$ cat src/rtl/press_temp_pkg.sv
// constants of the pressure/temperature output path with its iir filter
// assumes a host that writes settings over a plain register port
//
// Function
// - pressure measured or skipped by its oversampling
// - pressure twenty bits when filter enabled
// - filter off: pressure sixteen plus setting minus one
// - temperature measured or skipped by its oversampling
// - temperature twenty bits when filter enabled
// - filter off: temperature sixteen plus setting minus one
// - separate filter memory per channel
// - new equals old times (k-1) plus sample, over k
// - filtered value updates memory and result
// - coefficient off, 2, 4, 8 or 16
// - filter config write resets both channels
// - first sample after reset bypasses, seeds memory
// - skipped channel keeps its filter memory
// - skipped channel result reads 0x80000
// - re-enabled channel filters against retained memory
// - humidity never filtered
// - temperature, pressure, humidity order; filter after period
// - single shot measures once then sleeps
// - humidity result fixed sixteen bits
package press_temp_pkg;
  localparam logic [3:0] ADDR_CTRL_MEAS = 4'h0;
  localparam logic [3:0] ADDR_CTRL_HUM = 4'h1;
  localparam logic [3:0] ADDR_CONFIG = 4'h2;
  localparam logic [3:0] ADDR_STATUS = 4'h3;
  localparam logic [3:0] ADDR_PRESS = 4'h4;
  localparam logic [3:0] ADDR_TEMP = 4'h5;
  localparam logic [3:0] ADDR_HUM = 4'h6;
  // ctrl_meas fields: [1:0] mode, [4:2] pressure os, [7:5] temperature os
  localparam int MODE_LSB = 0;
  localparam int OSP_LSB = 2;
  localparam int OST_LSB = 5;
  // config fields: [4:2] filter select, [7:5] standby select
  localparam int FILT_LSB = 2;
  localparam int SB_LSB = 5;
  localparam logic [7:0] CTRL_MEAS_RST = 8'h00;
  localparam logic [7:0] CTRL_HUM_RST = 8'h00;
  localparam logic [7:0] CONFIG_RST = 8'h00;
  localparam logic [19:0] SKIP_VALUE = 20'h80000;
  localparam logic [15:0] HUM_SKIP_VALUE = 16'h8000;
  localparam int RES_FULL = 20;
  localparam int RES_BASE = 16;
  localparam logic [1:0] MODE_SLEEP = 2'h0;
  localparam logic [1:0] MODE_FORCED = 2'h1;
  localparam logic [1:0] MODE_NORMAL = 2'h3;
  // standby 0.5 ms in ns, and its cycle count at 200 MHz
  localparam int CLK_PERIOD_NS = 5;
  localparam int STANDBY_MIN_NS = 500000;
  localparam int STANDBY_CYC = STANDBY_MIN_NS / CLK_PERIOD_NS;
  typedef enum logic [2:0] {
    ST_IDLE = 3'b000,
    ST_TEMP = 3'b001,
    ST_PRESS = 3'b011,
    ST_HUM = 3'b010,
    ST_FILT = 3'b110,
    ST_STBY = 3'b100
  } seq_t;
endpackage
$ cat src/rtl/iir_channel.sv
// one channel of the first order iir low pass filter
// assumes sample and settings from the same clock; result one cycle later
`timescale 1ns/1ps
`default_nettype none
module iir_channel (
  input wire logic i_clk,
  input wire logic i_rst,
  input wire logic i_flush,
  input wire logic i_go,
  input wire logic [2:0] i_os,
  input wire logic [2:0] i_filt,
  input wire logic [19:0] i_sample,
  output logic [19:0] o_result
);
  typedef struct packed {
    logic [19:0] mem;
    logic primed;
    logic [19:0] result;
  } ch_state_t;
  ch_state_t s_reg, s_next;
  logic [23:0] acc;
  logic [19:0] trunc;
  logic [2:0] shift;
  always_comb begin
    s_next = s_reg;
    shift = (i_filt > 3'h4) ? 3'h4 : i_filt;
    acc = ({4'h0, s_reg.mem} << shift) - {4'h0, s_reg.mem} + {4'h0, i_sample};
    // filter off keeps 16+os-1 bits, the low bits read as zero
    // shift kept at five bits: a three bit sum would wrap the base of sixteen to zero
    trunc = i_sample & ~(20'hfffff >> (5'(press_temp_pkg::RES_BASE) + 5'(i_os) - 5'h1));
    if (i_flush) begin
      s_next.primed = 1'b0;
    end
    if (i_go) begin
      if (i_os == 3'h0) begin
        s_next.result = press_temp_pkg::SKIP_VALUE;
      end else if (i_filt == 3'h0) begin
        s_next.result = trunc;
      end else if (!s_reg.primed) begin
        s_next.mem = i_sample;
        s_next.result = i_sample;
        s_next.primed = 1'b1;
      end else begin
        s_next.mem = 20'(acc >> shift);
        s_next.result = 20'(acc >> shift);
      end
    end
  end
  always_ff @(posedge i_clk or posedge i_rst) begin
    if (i_rst) begin
      s_reg <= '0;
    end else begin
      s_reg <= s_next;
    end
  end
  assign o_result = s_reg.result;
  skip_mark_a: assert property (@(posedge i_clk) disable iff (i_rst)
    (i_go && i_os == 3'h0) |=> (o_result == 20'h80000 && $stable(s_reg.mem))) else $error("skip");
  bypass_a: assert property (@(posedge i_clk) disable iff (i_rst)
    (i_go && i_os != 3'h0 && i_filt != 3'h0 && !s_reg.primed) |=> o_result == $past(i_sample))
    else $error("bypass");
endmodule
`default_nettype wire

$ cat src/rtl/press_temp_path.sv
// pressure/temperature measurement path: sequencer, registers and two iir channels
// assumes adc samples arrive as plain inputs with a strobe per conversion
//
// Implementation choices: the placing of the registers and strobed register access.
`timescale 1ns/1ps
`default_nettype none
module press_temp_path #(
  parameter int STANDBY_CYCLES = press_temp_pkg::STANDBY_CYC
) (
  input wire logic i_clk,
  input wire logic i_rstn,
  input wire logic [3:0] i_addr,
  input wire logic [7:0] i_wdata,
  input wire logic i_wr,
  input wire logic i_rd,
  input wire logic [19:0] i_adc_data,
  input wire logic i_adc_done,
  output logic [19:0] o_rdata,
  output logic o_adc_start,
  output logic [1:0] o_adc_chan,
  output logic o_measuring
);
  // ****************************************
  // reset release
  // ****************************************
  logic [1:0] rst_sync;
  logic rst;
  always_ff @(posedge i_clk or negedge i_rstn) begin
    if (!i_rstn) begin
      rst_sync <= 2'h0;
    end else begin
      rst_sync <= {rst_sync[0], 1'b1};
    end
  end
  assign rst = !rst_sync[1];

  // ****************************************
  // state
  // ****************************************
  typedef struct packed {
    logic [7:0] ctrl_meas;
    logic [7:0] ctrl_hum;
    logic [7:0] config_r;
    press_temp_pkg::seq_t seq;
    logic [19:0] t_raw;
    logic [19:0] p_raw;
    logic [15:0] hum;
    logic [31:0] wait_cnt;
    logic [19:0] rdata;
    logic adc_start;
    logic [1:0] adc_chan;
    logic measuring;
    logic flush;
    logic go;
  } top_state_t;
  top_state_t s_reg, s_next;
  logic [19:0] press_res, temp_res;
  logic [2:0] osp, ost, osh, filt;
  logic [1:0] mode;

  assign osp = s_reg.ctrl_meas[press_temp_pkg::OSP_LSB +: 3];
  assign ost = s_reg.ctrl_meas[press_temp_pkg::OST_LSB +: 3];
  assign osh = s_reg.ctrl_hum[2:0];
  assign mode = s_reg.ctrl_meas[press_temp_pkg::MODE_LSB +: 2];
  assign filt = s_reg.config_r[press_temp_pkg::FILT_LSB +: 3];

  // ****************************************
  // sequencer and register port
  // ****************************************
  always_comb begin
    s_next = s_reg;
    s_next.adc_start = 1'b0;
    s_next.flush = 1'b0;
    s_next.go = 1'b0;
    s_next.rdata = 20'h0;
    if (i_wr) begin
      unique case (i_addr)
        press_temp_pkg::ADDR_CTRL_MEAS: s_next.ctrl_meas = i_wdata;
        press_temp_pkg::ADDR_CTRL_HUM: s_next.ctrl_hum = i_wdata;
        press_temp_pkg::ADDR_CONFIG: begin
          s_next.config_r = i_wdata;
          s_next.flush = 1'b1;
        end
        default: ;
      endcase
    end
    if (i_rd) begin
      unique case (i_addr)
        press_temp_pkg::ADDR_CTRL_MEAS: s_next.rdata = {12'h0, s_reg.ctrl_meas};
        press_temp_pkg::ADDR_CTRL_HUM: s_next.rdata = {12'h0, s_reg.ctrl_hum};
        press_temp_pkg::ADDR_CONFIG: s_next.rdata = {12'h0, s_reg.config_r};
        press_temp_pkg::ADDR_STATUS: s_next.rdata = {19'h0, s_reg.measuring};
        press_temp_pkg::ADDR_PRESS: s_next.rdata = press_res;
        press_temp_pkg::ADDR_TEMP: s_next.rdata = temp_res;
        press_temp_pkg::ADDR_HUM: s_next.rdata = {4'h0, s_reg.hum};
        default: s_next.rdata = 20'h0;
      endcase
    end
    unique case (s_reg.seq)
      press_temp_pkg::ST_IDLE: begin
        if (mode != press_temp_pkg::MODE_SLEEP) begin
          s_next.seq = press_temp_pkg::ST_TEMP;
          s_next.measuring = 1'b1;
          s_next.adc_start = (ost != 3'h0);
          s_next.adc_chan = 2'h0;
        end
      end
      press_temp_pkg::ST_TEMP: begin
        if (ost == 3'h0 || i_adc_done) begin
          s_next.t_raw = i_adc_data;
          s_next.seq = press_temp_pkg::ST_PRESS;
          s_next.adc_start = (osp != 3'h0);
          s_next.adc_chan = 2'h1;
        end
      end
      press_temp_pkg::ST_PRESS: begin
        if (osp == 3'h0 || i_adc_done) begin
          s_next.p_raw = i_adc_data;
          s_next.seq = press_temp_pkg::ST_HUM;
          s_next.adc_start = (osh != 3'h0);
          s_next.adc_chan = 2'h2;
        end
      end
      press_temp_pkg::ST_HUM: begin
        if (osh == 3'h0 || i_adc_done) begin
          s_next.hum = (osh == 3'h0) ? press_temp_pkg::HUM_SKIP_VALUE : i_adc_data[19:4];
          s_next.seq = press_temp_pkg::ST_FILT;
          s_next.go = 1'b1;
        end
      end
      press_temp_pkg::ST_FILT: begin
        s_next.measuring = 1'b0;
        s_next.wait_cnt = 32'h0;
        if (mode == press_temp_pkg::MODE_NORMAL) begin
          s_next.seq = press_temp_pkg::ST_STBY;
        end else begin
          // forced mode drops back to sleep after one period
          s_next.ctrl_meas[press_temp_pkg::MODE_LSB +: 2] = press_temp_pkg::MODE_SLEEP;
          s_next.seq = press_temp_pkg::ST_IDLE;
        end
      end
      press_temp_pkg::ST_STBY: begin
        s_next.wait_cnt = s_reg.wait_cnt + 32'h1;
        if (s_reg.wait_cnt >= 32'(STANDBY_CYCLES - 1)) begin
          s_next.seq = press_temp_pkg::ST_IDLE;
        end
      end
      default: s_next.seq = press_temp_pkg::ST_IDLE;
    endcase
  end

  always_ff @(posedge i_clk or posedge rst) begin
    if (rst) begin
      s_reg <= '0;
      s_reg.ctrl_meas <= press_temp_pkg::CTRL_MEAS_RST;
      s_reg.ctrl_hum <= press_temp_pkg::CTRL_HUM_RST;
      s_reg.config_r <= press_temp_pkg::CONFIG_RST;
      s_reg.seq <= press_temp_pkg::ST_IDLE;
    end else begin
      s_reg <= s_next;
    end
  end

  // ****************************************
  // filter channels
  // ****************************************
  // each channel keeps its own memory so skipping one never disturbs the other
  iir_channel u_temp (
    .i_clk(i_clk),
    .i_rst(rst),
    .i_flush(s_reg.flush),
    .i_go(s_reg.go),
    .i_os(ost),
    .i_filt(filt),
    .i_sample(s_reg.t_raw),
    .o_result(temp_res)
  );
  iir_channel u_press (
    .i_clk(i_clk),
    .i_rst(rst),
    .i_flush(s_reg.flush),
    .i_go(s_reg.go),
    .i_os(osp),
    .i_filt(filt),
    .i_sample(s_reg.p_raw),
    .o_result(press_res)
  );

  assign o_rdata = s_reg.rdata;
  assign o_adc_start = s_reg.adc_start;
  assign o_adc_chan = s_reg.adc_chan;
  assign o_measuring = s_reg.measuring;

  // ****************************************
  // checks
  // ****************************************
  press_skip_a: assert property (@(posedge i_clk) disable iff (rst)
    (s_reg.go && osp == 3'h0) |=> ##1 press_res == 20'h80000) else $error("pressure skip value");
  cfg_flush_a: assert property (@(posedge i_clk) disable iff (rst)
    (i_wr && i_addr == press_temp_pkg::ADDR_CONFIG) |=> s_reg.flush) else $error("config write no flush");
  forced_sleep_a: assert property (@(posedge i_clk) disable iff (rst)
    (s_reg.seq == press_temp_pkg::ST_FILT && mode == press_temp_pkg::MODE_FORCED && !i_wr)
    |=> mode == press_temp_pkg::MODE_SLEEP) else $error("forced no sleep");
  order_a: assert property (@(posedge i_clk) disable iff (rst)
    (s_reg.seq == press_temp_pkg::ST_TEMP) |=> s_reg.seq inside {press_temp_pkg::ST_TEMP, press_temp_pkg::ST_PRESS})
    else $error("order");
  temp_skip_a: assert property (@(posedge i_clk) disable iff (rst)
    (s_reg.go && ost == 3'h0) |=> ##1 temp_res == 20'h80000) else $error("temperature skip value");
  read_lat_a: assert property (@(posedge i_clk) disable iff (rst)
    (i_rd && i_addr == press_temp_pkg::ADDR_STATUS) |=> o_rdata == {19'h0, $past(s_reg.measuring)})
    else $error("status read");
  no_start_skip_a: assert property (@(posedge i_clk) disable iff (rst)
    (s_reg.seq == press_temp_pkg::ST_IDLE && mode != 2'h0 && ost == 3'h0) |=> !o_adc_start)
    else $error("skipped temperature converted");
  hum_unfilt_a: assert property (@(posedge i_clk) disable iff (rst)
    (s_reg.seq == press_temp_pkg::ST_HUM && i_adc_done && osh != 3'h0) |=> {4'h0, s_reg.hum} == ($past(i_adc_data) >> 4))
    else $error("humidity altered");
endmodule
`default_nettype wire

$ cat config.mk
export PLATFORM = sky130hd
export DESIGN_NAME = press_temp_path
export DESIGN_NICKNAME = d
export VERILOG_FILES = /design/src/rtl/press_temp_pkg.sv /design/src/rtl/iir_channel.sv /design/src/rtl/press_temp_path.sv
export SDC_FILE = /design/constraint.sdc
export NUM_CORES = 1
export LEC_CHECK = 0
export BUFFER_PORTS_ARGS = -buffer_cell sky130_fd_sc_hd__buf_2
export CAP_MARGIN = 20
export CORE_MARGIN = 3
export CORE_UTILIZATION = 30
export DETAILED_ROUTE_END_ITERATION = 7
export PLACE_DENSITY = 0.53
export SETUP_SLACK_MARGIN = 0.5
export SYNTH_ARGS = -nofsm -noshare
export SYNTH_HDL_FRONTEND = slang
export SYNTH_HIERARCHICAL = 1
export SYNTH_SLANG_ARGS = --single-unit
$ cat constraint.sdc
create_clock -name i_clk -period 5.6 [get_ports i_clk]
set_input_delay 1.12 -clock i_clk [delete_from_list [all_inputs] [get_ports i_clk]]
set_output_delay 1.12 -clock i_clk [all_outputs]
set_load 0.03 [all_outputs]
Word-level counts from Yosys, hierarchy flattened --
Index checks and enable logic that the tools add are counted.
Storage, ports and cells: output and inout bits 24, flip-flop bits (word level) 225, input port bits 37
Cells by class: mux-type cells 43, equality and inequality tests 17, reductions and logical operators 27, bitwise logic cells 7, shift-type cells 6, order comparisons 2, add/sub/neg operators 9
Operator list (number):
- $mux W20 | 7
- $pmux W20 S7 | 1
- $pmux W32 S2 | 1
- $add A24 B20 Y24 | 2
- $shl A20 B3 Y24 | 2
- $shr A24 B3 Y20 | 2
- $sub A24 B20 Y24 | 2
- $mux W21 | 2
- $and A20 B20 Y20 | 2
- $not A20 Y20 | 2
- $shr A20 B5 Y20 const A | 2
- $add A32 B1 Y32 const B | 1
- $ge A32 B17 Y1 const B | 1
- $mux W3 | 8
- $mux W23 | 1
- $mux W18 | 1
- $pmux W3 S6 | 1
- $mux W16 | 1
- $mux W8 | 2
- $logic_not A3 Y1 | 5
- $reduce_and A2 Y1 | 7
- $eq A4 B3 Y1 const B | 3
- $mux W1 | 12
- $reduce_bool A3 Y1 | 4
- other kinds (21) | 39

Depth between registers and ports, before layout --
depth in word-level cells 10, gate-level depth with buffers 20, mapped depth without buffers 17

Modules after synthesis --
Netlist, hierarchy kept.
Modules (own cells, without submodules):
- press_temp_path | instances 1, sequential area each 3578.4 sq um, area an instance 6617.6 sq um, cells an instance 613
- iir_channel at u_temp | instances 1, sequential area each 1026.0 sq um, area an instance 5810.6 sq um, cells an instance 777
- iir_channel at u_press | instances 1, sequential area each 1026.0 sq um, area an instance 5577.8 sq um, cells an instance 731

Worst setup path after synthesis --
OpenSTA, ideal clock, no wires.
kind register to register, start point register s_reg (netlist bit filt[2]), end point register u_press.s_reg (netlist bit u_press/o_result[14]), data arrival time 4.476 ns, slack 1.000 ns, setup time 0.124 ns, data required time 5.476 ns, cell stages (with the launch flop) 19, cells stage by stage dfrtp_1 > buf_2 > buf_1 > buf_1 > clkbuf_1 > buf_1 > a21oi_1 > fa_1 > inv_1 > ha_1 > buf_2 > and4_4 > and3_4 > nand2_2 > and4b_4 > o31a_1 > a2111oi_2 > a31oi_1 > a211o_1
On the way: cells in the longest elaborated chain, start to end 9, elaborated cells on any way between the ends 10, classes of those cells 2 x add/sub; 1 x order compare; 2 x shift; 4 x mux; 1 x reduce/logical
RTL lines:
- start, declared | RTL line press_temp_path.sv:56 | top_state_t s_reg, s_next;
- start signal, assigned | RTL line press_temp_path.sv:160 | s_reg <= s_next;
- $gt A3 B3 Y1 | RTL line iir_channel.sv:26 | shift = (i_filt > 3'h4) ? 3'h4 : i_filt;
- $mux W3 | RTL line iir_channel.sv:26
- $shl A20 B3 Y24 | RTL line iir_channel.sv:27 | acc = ({4'h0, s_reg.mem} << shift) - {4'h0, s_reg.mem} + {4'h0, i_sample};
- $sub A24 B20 Y24 | RTL line iir_channel.sv:27
- $add A24 B20 Y24 | RTL line iir_channel.sv:27
- $shr A24 B3 Y20 | RTL line iir_channel.sv:45 | s_next.result = 20'(acc >> shift);
- $mux W20 | RTL line iir_channel.sv:39 | end else if (!s_reg.primed) begin
- $mux W20 * | RTL line iir_channel.sv:37 | end else if (i_filt == 3'h0) begin
- $mux W20 * | RTL line iir_channel.sv:35 | if (i_os == 3'h0) begin
- end signal, assigned | RTL line iir_channel.sv:53 | s_reg <= s_next;
- end, declared | RTL line iir_channel.sv:20 | ch_state_t s_reg, s_next;
Every way passes the cells marked *; elsewhere a longest branch is shown, timed or not. A chain may end at the register's enable or synchronous reset.

Worst setup path in the final report --
start point register s_reg (netlist bit filt[2]), end point register u_temp/s_reg[39] (netlist name)
On the way: cells in the longest elaborated chain, start to end 7, elaborated cells on any way between the ends 10, classes of those cells 2 x add/sub; 1 x order compare; 2 x shift; 2 x mux; 1 x bitwise; 2 x reduce/logical
RTL lines:
- $gt A3 B3 Y1 | RTL line iir_channel.sv:26
- $mux W3 | RTL line iir_channel.sv:26
- $shl A20 B3 Y24 | RTL line iir_channel.sv:27
- $sub A24 B20 Y24 | RTL line iir_channel.sv:27
- $add A24 B20 Y24 | RTL line iir_channel.sv:27
- $shr A24 B3 Y20 | RTL line iir_channel.sv:44 | s_next.mem = 20'(acc >> shift);
- $mux W20 | RTL line iir_channel.sv:39
- end signal, assigned | RTL line iir_channel.sv:53
- end, declared | RTL line iir_channel.sv:20
Several ways; a longest one is shown, not always the timed one.

==> flow_summary.json <==
{
  "timing.final.crit_period_ns": 4.82,
  "cts_htree_levels": 1,
  "crit_path_frequent_cell": "sky130_fd_sc_hd__a21oi_1",
  "fp.dieH_um": 251,
  "post_route_cells_drive_above_1_share": 0.139,
  "finalCoreUtilization": 0.331,
  "design.portCount": 61,
  "detail_route.iter0.violations": 1523,
  "cpMaxStageDelayCell": "sky130_fd_sc_hd__dfrtp_4",
  "count_of_different_cell_masters_after_synthesis": 105,
  "synth-async-reset-ratio": 1.00,
  "ys_warnings": 6,
  "finalSetupViolations": 0,
  "path_buf_inv": 2,
  "critical_path_required_ns": 6.01,
  "cap_viol_max_count": 0,
  "yosysSeqAreaShare": 0.313,
  "largest_register_ffs": 103,
  "max_slew_margin": 0.266,
  "synth_edf_count": 0,
  "grt.overflow.total": 0,
  "dominant_combinational_cell_family_by_area_after_synthesis": "compound AO/OA/AOI/OAI gates",
  "post_syn_nets": 2257,
  "worst_clock_skew_ns": 0.0326,
  "critPathMaxStageDelay_ns": 0.62,
  "setup-tns-final_ns": 0,
  "gp_congestion": 0.899,
  "antenna_found_initial": 2,
  "mappedNetlistArea_mm2": 0.0180,
  "ys_ff_latch": 225,
  "hold_ws_ns": 0.354,
  "worst_r2r_endpoint": "u_temp/s_reg[39]$_DFFE_PP0P_",
  "cts_tree": "yes",
  "critical-path-top-delay-family": "compound AO/OA/AOI/OAI gates",
  "cts_num_sinks": 225,
  "mostFrequentLayoutCells": "276 x sky130_fd_sc_hd__nand2_1, 221 x sky130_fd_sc_hd__dfrtp_1, 155 x sky130_fd_sc_hd__inv_1",
  "core_mm2": 0.0592,
  "clkLatencyLatePin_ns": 0.56,
  "cts_inserted_buffers": 26,
  "run_status": "finished, final reports clean",
  "die-width_um": 251,
  "crit_fanout": 39,
  "cp_data_arrival_time_ns": 5.23,
  "hold_path_depth": 0,
  "unrepaired_setup_endpoints_after_global_routing": "no",
  "hold_viol": 0,
  "yosys-mux-area-fraction": 0.0864,
  "floorplan.initialDensity": 0.304,
  "holdCritStartpoint": "rst_sync[0]$_DFF_PN0_",
  "setup.worst_path.end_class": "register",
  "final.fill_count": 6199,
  "synth_top_flop_cell": "sky130_fd_sc_hd__dfrtp_1",
  "synth-xor-area-share": 0.0214,
  "num_rows": 89,
  "synth-simple-area-share": 0.177,
  "mostFrequentLayoutCell": "sky130_fd_sc_hd__nand2_1",
  "final_net_count": 2197,
  "grt_pass1_vias": 15482,
  "postSynthAreaPerCell_um2": 8.49,
  "netlist_instances": 2121,
  "final-max-slew-violation-count": 0,
  "detail_route.wirelength_um": 60600,
  "area_share_of_fa_ha_maj_cells_after_synthesis": 0.0855,
  "routed_via_density": 5.66,
  "complex_gate_fraction_of_the_synthesized_area": 0.228,
  "area_growth_pct": 9.01,
  "worst_hold_path_type": "reg -> reg",
  "whs_endpoint": "rst_sync[1]$_DFF_PN0_",
  "drcViolationCount": 0,
  "port-buffer-count": 60,
  "place_hpwl_um": 46100,
  "drt_pass1_iterations": 7,
  "setup.worst_path.start_class": "register",
  "detailroute.via_count": 16155,
  "wl_cell_um": 21.2,
  "ant_nets": 0,
  "path_class": "reg -> reg",
  "worst_r2r_startpoint": "filt[2]$_DFFE_PN0P_",
  "maxClockFrequency_ghz": 0.207,
  "pin_count_of_the_biggest_net_entering_global_routing": 58,
  "grt_util_all_layers": 0.187,
  "root_buffer_master": "sky130_fd_sc_hd__clkbuf_16",
  "grt_pass1_wl_um": 93600,
  "reg2regPathDepth": 17,
  "clock_tree.buffer_depth": 3,
  "finalCritPeriodShare": 0.861,
  "max_slew.worst_pin.slew_ns": 1.10,
  "reg2reg_setup_slack_ns": 0.78,
  "clock_pin_slew_worst_setup_and_hold_paths_ns": 0.06,
  "critical_path_cell_by_cell": "nor2b_4 > buf_6 > mux2i_1 > nand2_1 > and3_1 > a21oi_1 > fa_1 > inv_1 > ha_1 > a21o_1 > o21bai_1 > a21oi_1 > o211ai_2 > o31a_1 > xor2_1 > o311ai_1 > o22ai_1",
  "die-area_mm2": 0.0630
}
[logic make-up (layout without fill, tap and decap cells)]
group | Yosys count | after routing
xor+xnor | 44 | 44
other cells | 1 | 2
mux | 137 | 137
compound gates | 602 | 602
fa+ha+maj | 99 | 99
simple gates | 667 | 667
buf+inv | 346 | 306
flops | 225 | 225
[cells in the mapped netlist, drive strengths merged (8+ instances only)]
master / number / area, um^2
a211oi: 39 / 333
a21o: 32 / 241
a21oi: 159 / 815
a221o: 8 / 80.1
a222oi: 10 / 100
a22oi: 28 / 210
a31oi: 28 / 181
a32oi: 11 / 96.3
and3: 32 / 205
buf: 107 / 703
clkbuf: 79 / 298
dfrtp: 225 / 5630
fa: 40 / 801
ha: 59 / 738
inv: 159 / 597
mux2: 77 / 867
mux2i: 53 / 531
nand2: 278 / 1050
nand2b: 16 / 100
nand3: 50 / 255
nand4: 20 / 131
nor2: 126 / 480
nor2b: 19 / 119
nor3: 45 / 230
nor4: 14 / 93.8
o211ai: 22 / 180
o21a: 15 / 120
o21ai: 125 / 648
o22ai: 13 / 87.6
o311ai: 10 / 95.1
o31ai: 22 / 165
or3: 22 / 138
or4: 15 / 120
xnor2: 27 / 236
xor2: 17 / 149
[per-layer routing]
metal | wire length (um) | GRT usage
met3 | 3520 | 0.0311
met4 | 1950 | 0.0552
met1 | 28200 | 0.265
met5 | 13 | 0
met2 | 27000 | 0.293
[final cells by class]
class	instances	area, um^2	share of cell area
diodes	1	2.50	0.000127
clock buffers	30	676	0.0344
clock inverters	18	315	0.0161
inverters	160	601	0.0306
multi-input cells	1550	10800	0.551
flip-flops and latches	225	5640	0.287
well taps	773	967	0.0493
repair buffers	98	619	0.0316
[worst reg2reg max path, delay by kind of cell (launching register included)]
| family | cells | cell delay [ns] |
|---|---|---|
| fa+ha+maj | 2 | 0.80 |
| buf+inv | 2 | 0.40 |
| simple gates | 3 | 0.41 |
| compound gates | 8 | 1.98 |
| flops | 1 | 0.62 |
| mux | 1 | 0.28 |
| xor+xnor | 1 | 0.17 |
[worst max path at each step]
stage / startpoint / endpoint / slack, ns / cells after the start
final: filt[2]$_DFFE_PN0P_ / u_temp/s_reg[39]$_DFFE_PP0P_ / 0.78 / 17
after global routing: filt[2]$_DFFE_PN0P_ / u_press/o_result[11]$_DFFE_PP0P_ / 0.53 / 18
after CTS: filt[2]$_DFFE_PN0P_ / u_temp/s_reg[39]$_DFFE_PP0P_ / 0.72 / 17
after detailed placement: filt[2]$_DFFE_PN0P_ / u_temp/s_reg[39]$_DFFE_PP0P_ / 0.76 / 17
after global placement: filt[2]$_DFFE_PN0P_ / u_temp/o_result[17]$_DFFE_PP0P_ / 0.75 / 17
after floorplan: rst_sync[1]$_DFF_PN0_ / u_press/o_result[0]$_DFFE_PP0P_ / 0.89 / 2
[through the flow]
stage / cell area (um^2) / std cells / worst slack, ns
2_1_floorplan: 18000 / 2121 / 0.886
3_3_place_gp: 18600 / 2803 / 0.750
3_5_place_dp: 18600 / 2803 / 0.760
4_1_cts: 19600 / 2851 / 0.721
5_1_grt: 19600 / 2854 / 0.526
6_report: 19600 / 2855 / 0.776
[repair_timing]
| action | 4_1_cts | 5_1_grt |
|---|---|---|
| buffers inserted | 0 | 0 |
| gates resized for setup | 0 | 3 |
| endpoints found under the setup margin | 0 | 14 |
| hold buffers | 0 | 0 |
Power is left out: the tool's default activity adds up to more than one toggle a clock period on the data nets, which glitch-free logic cannot reach.
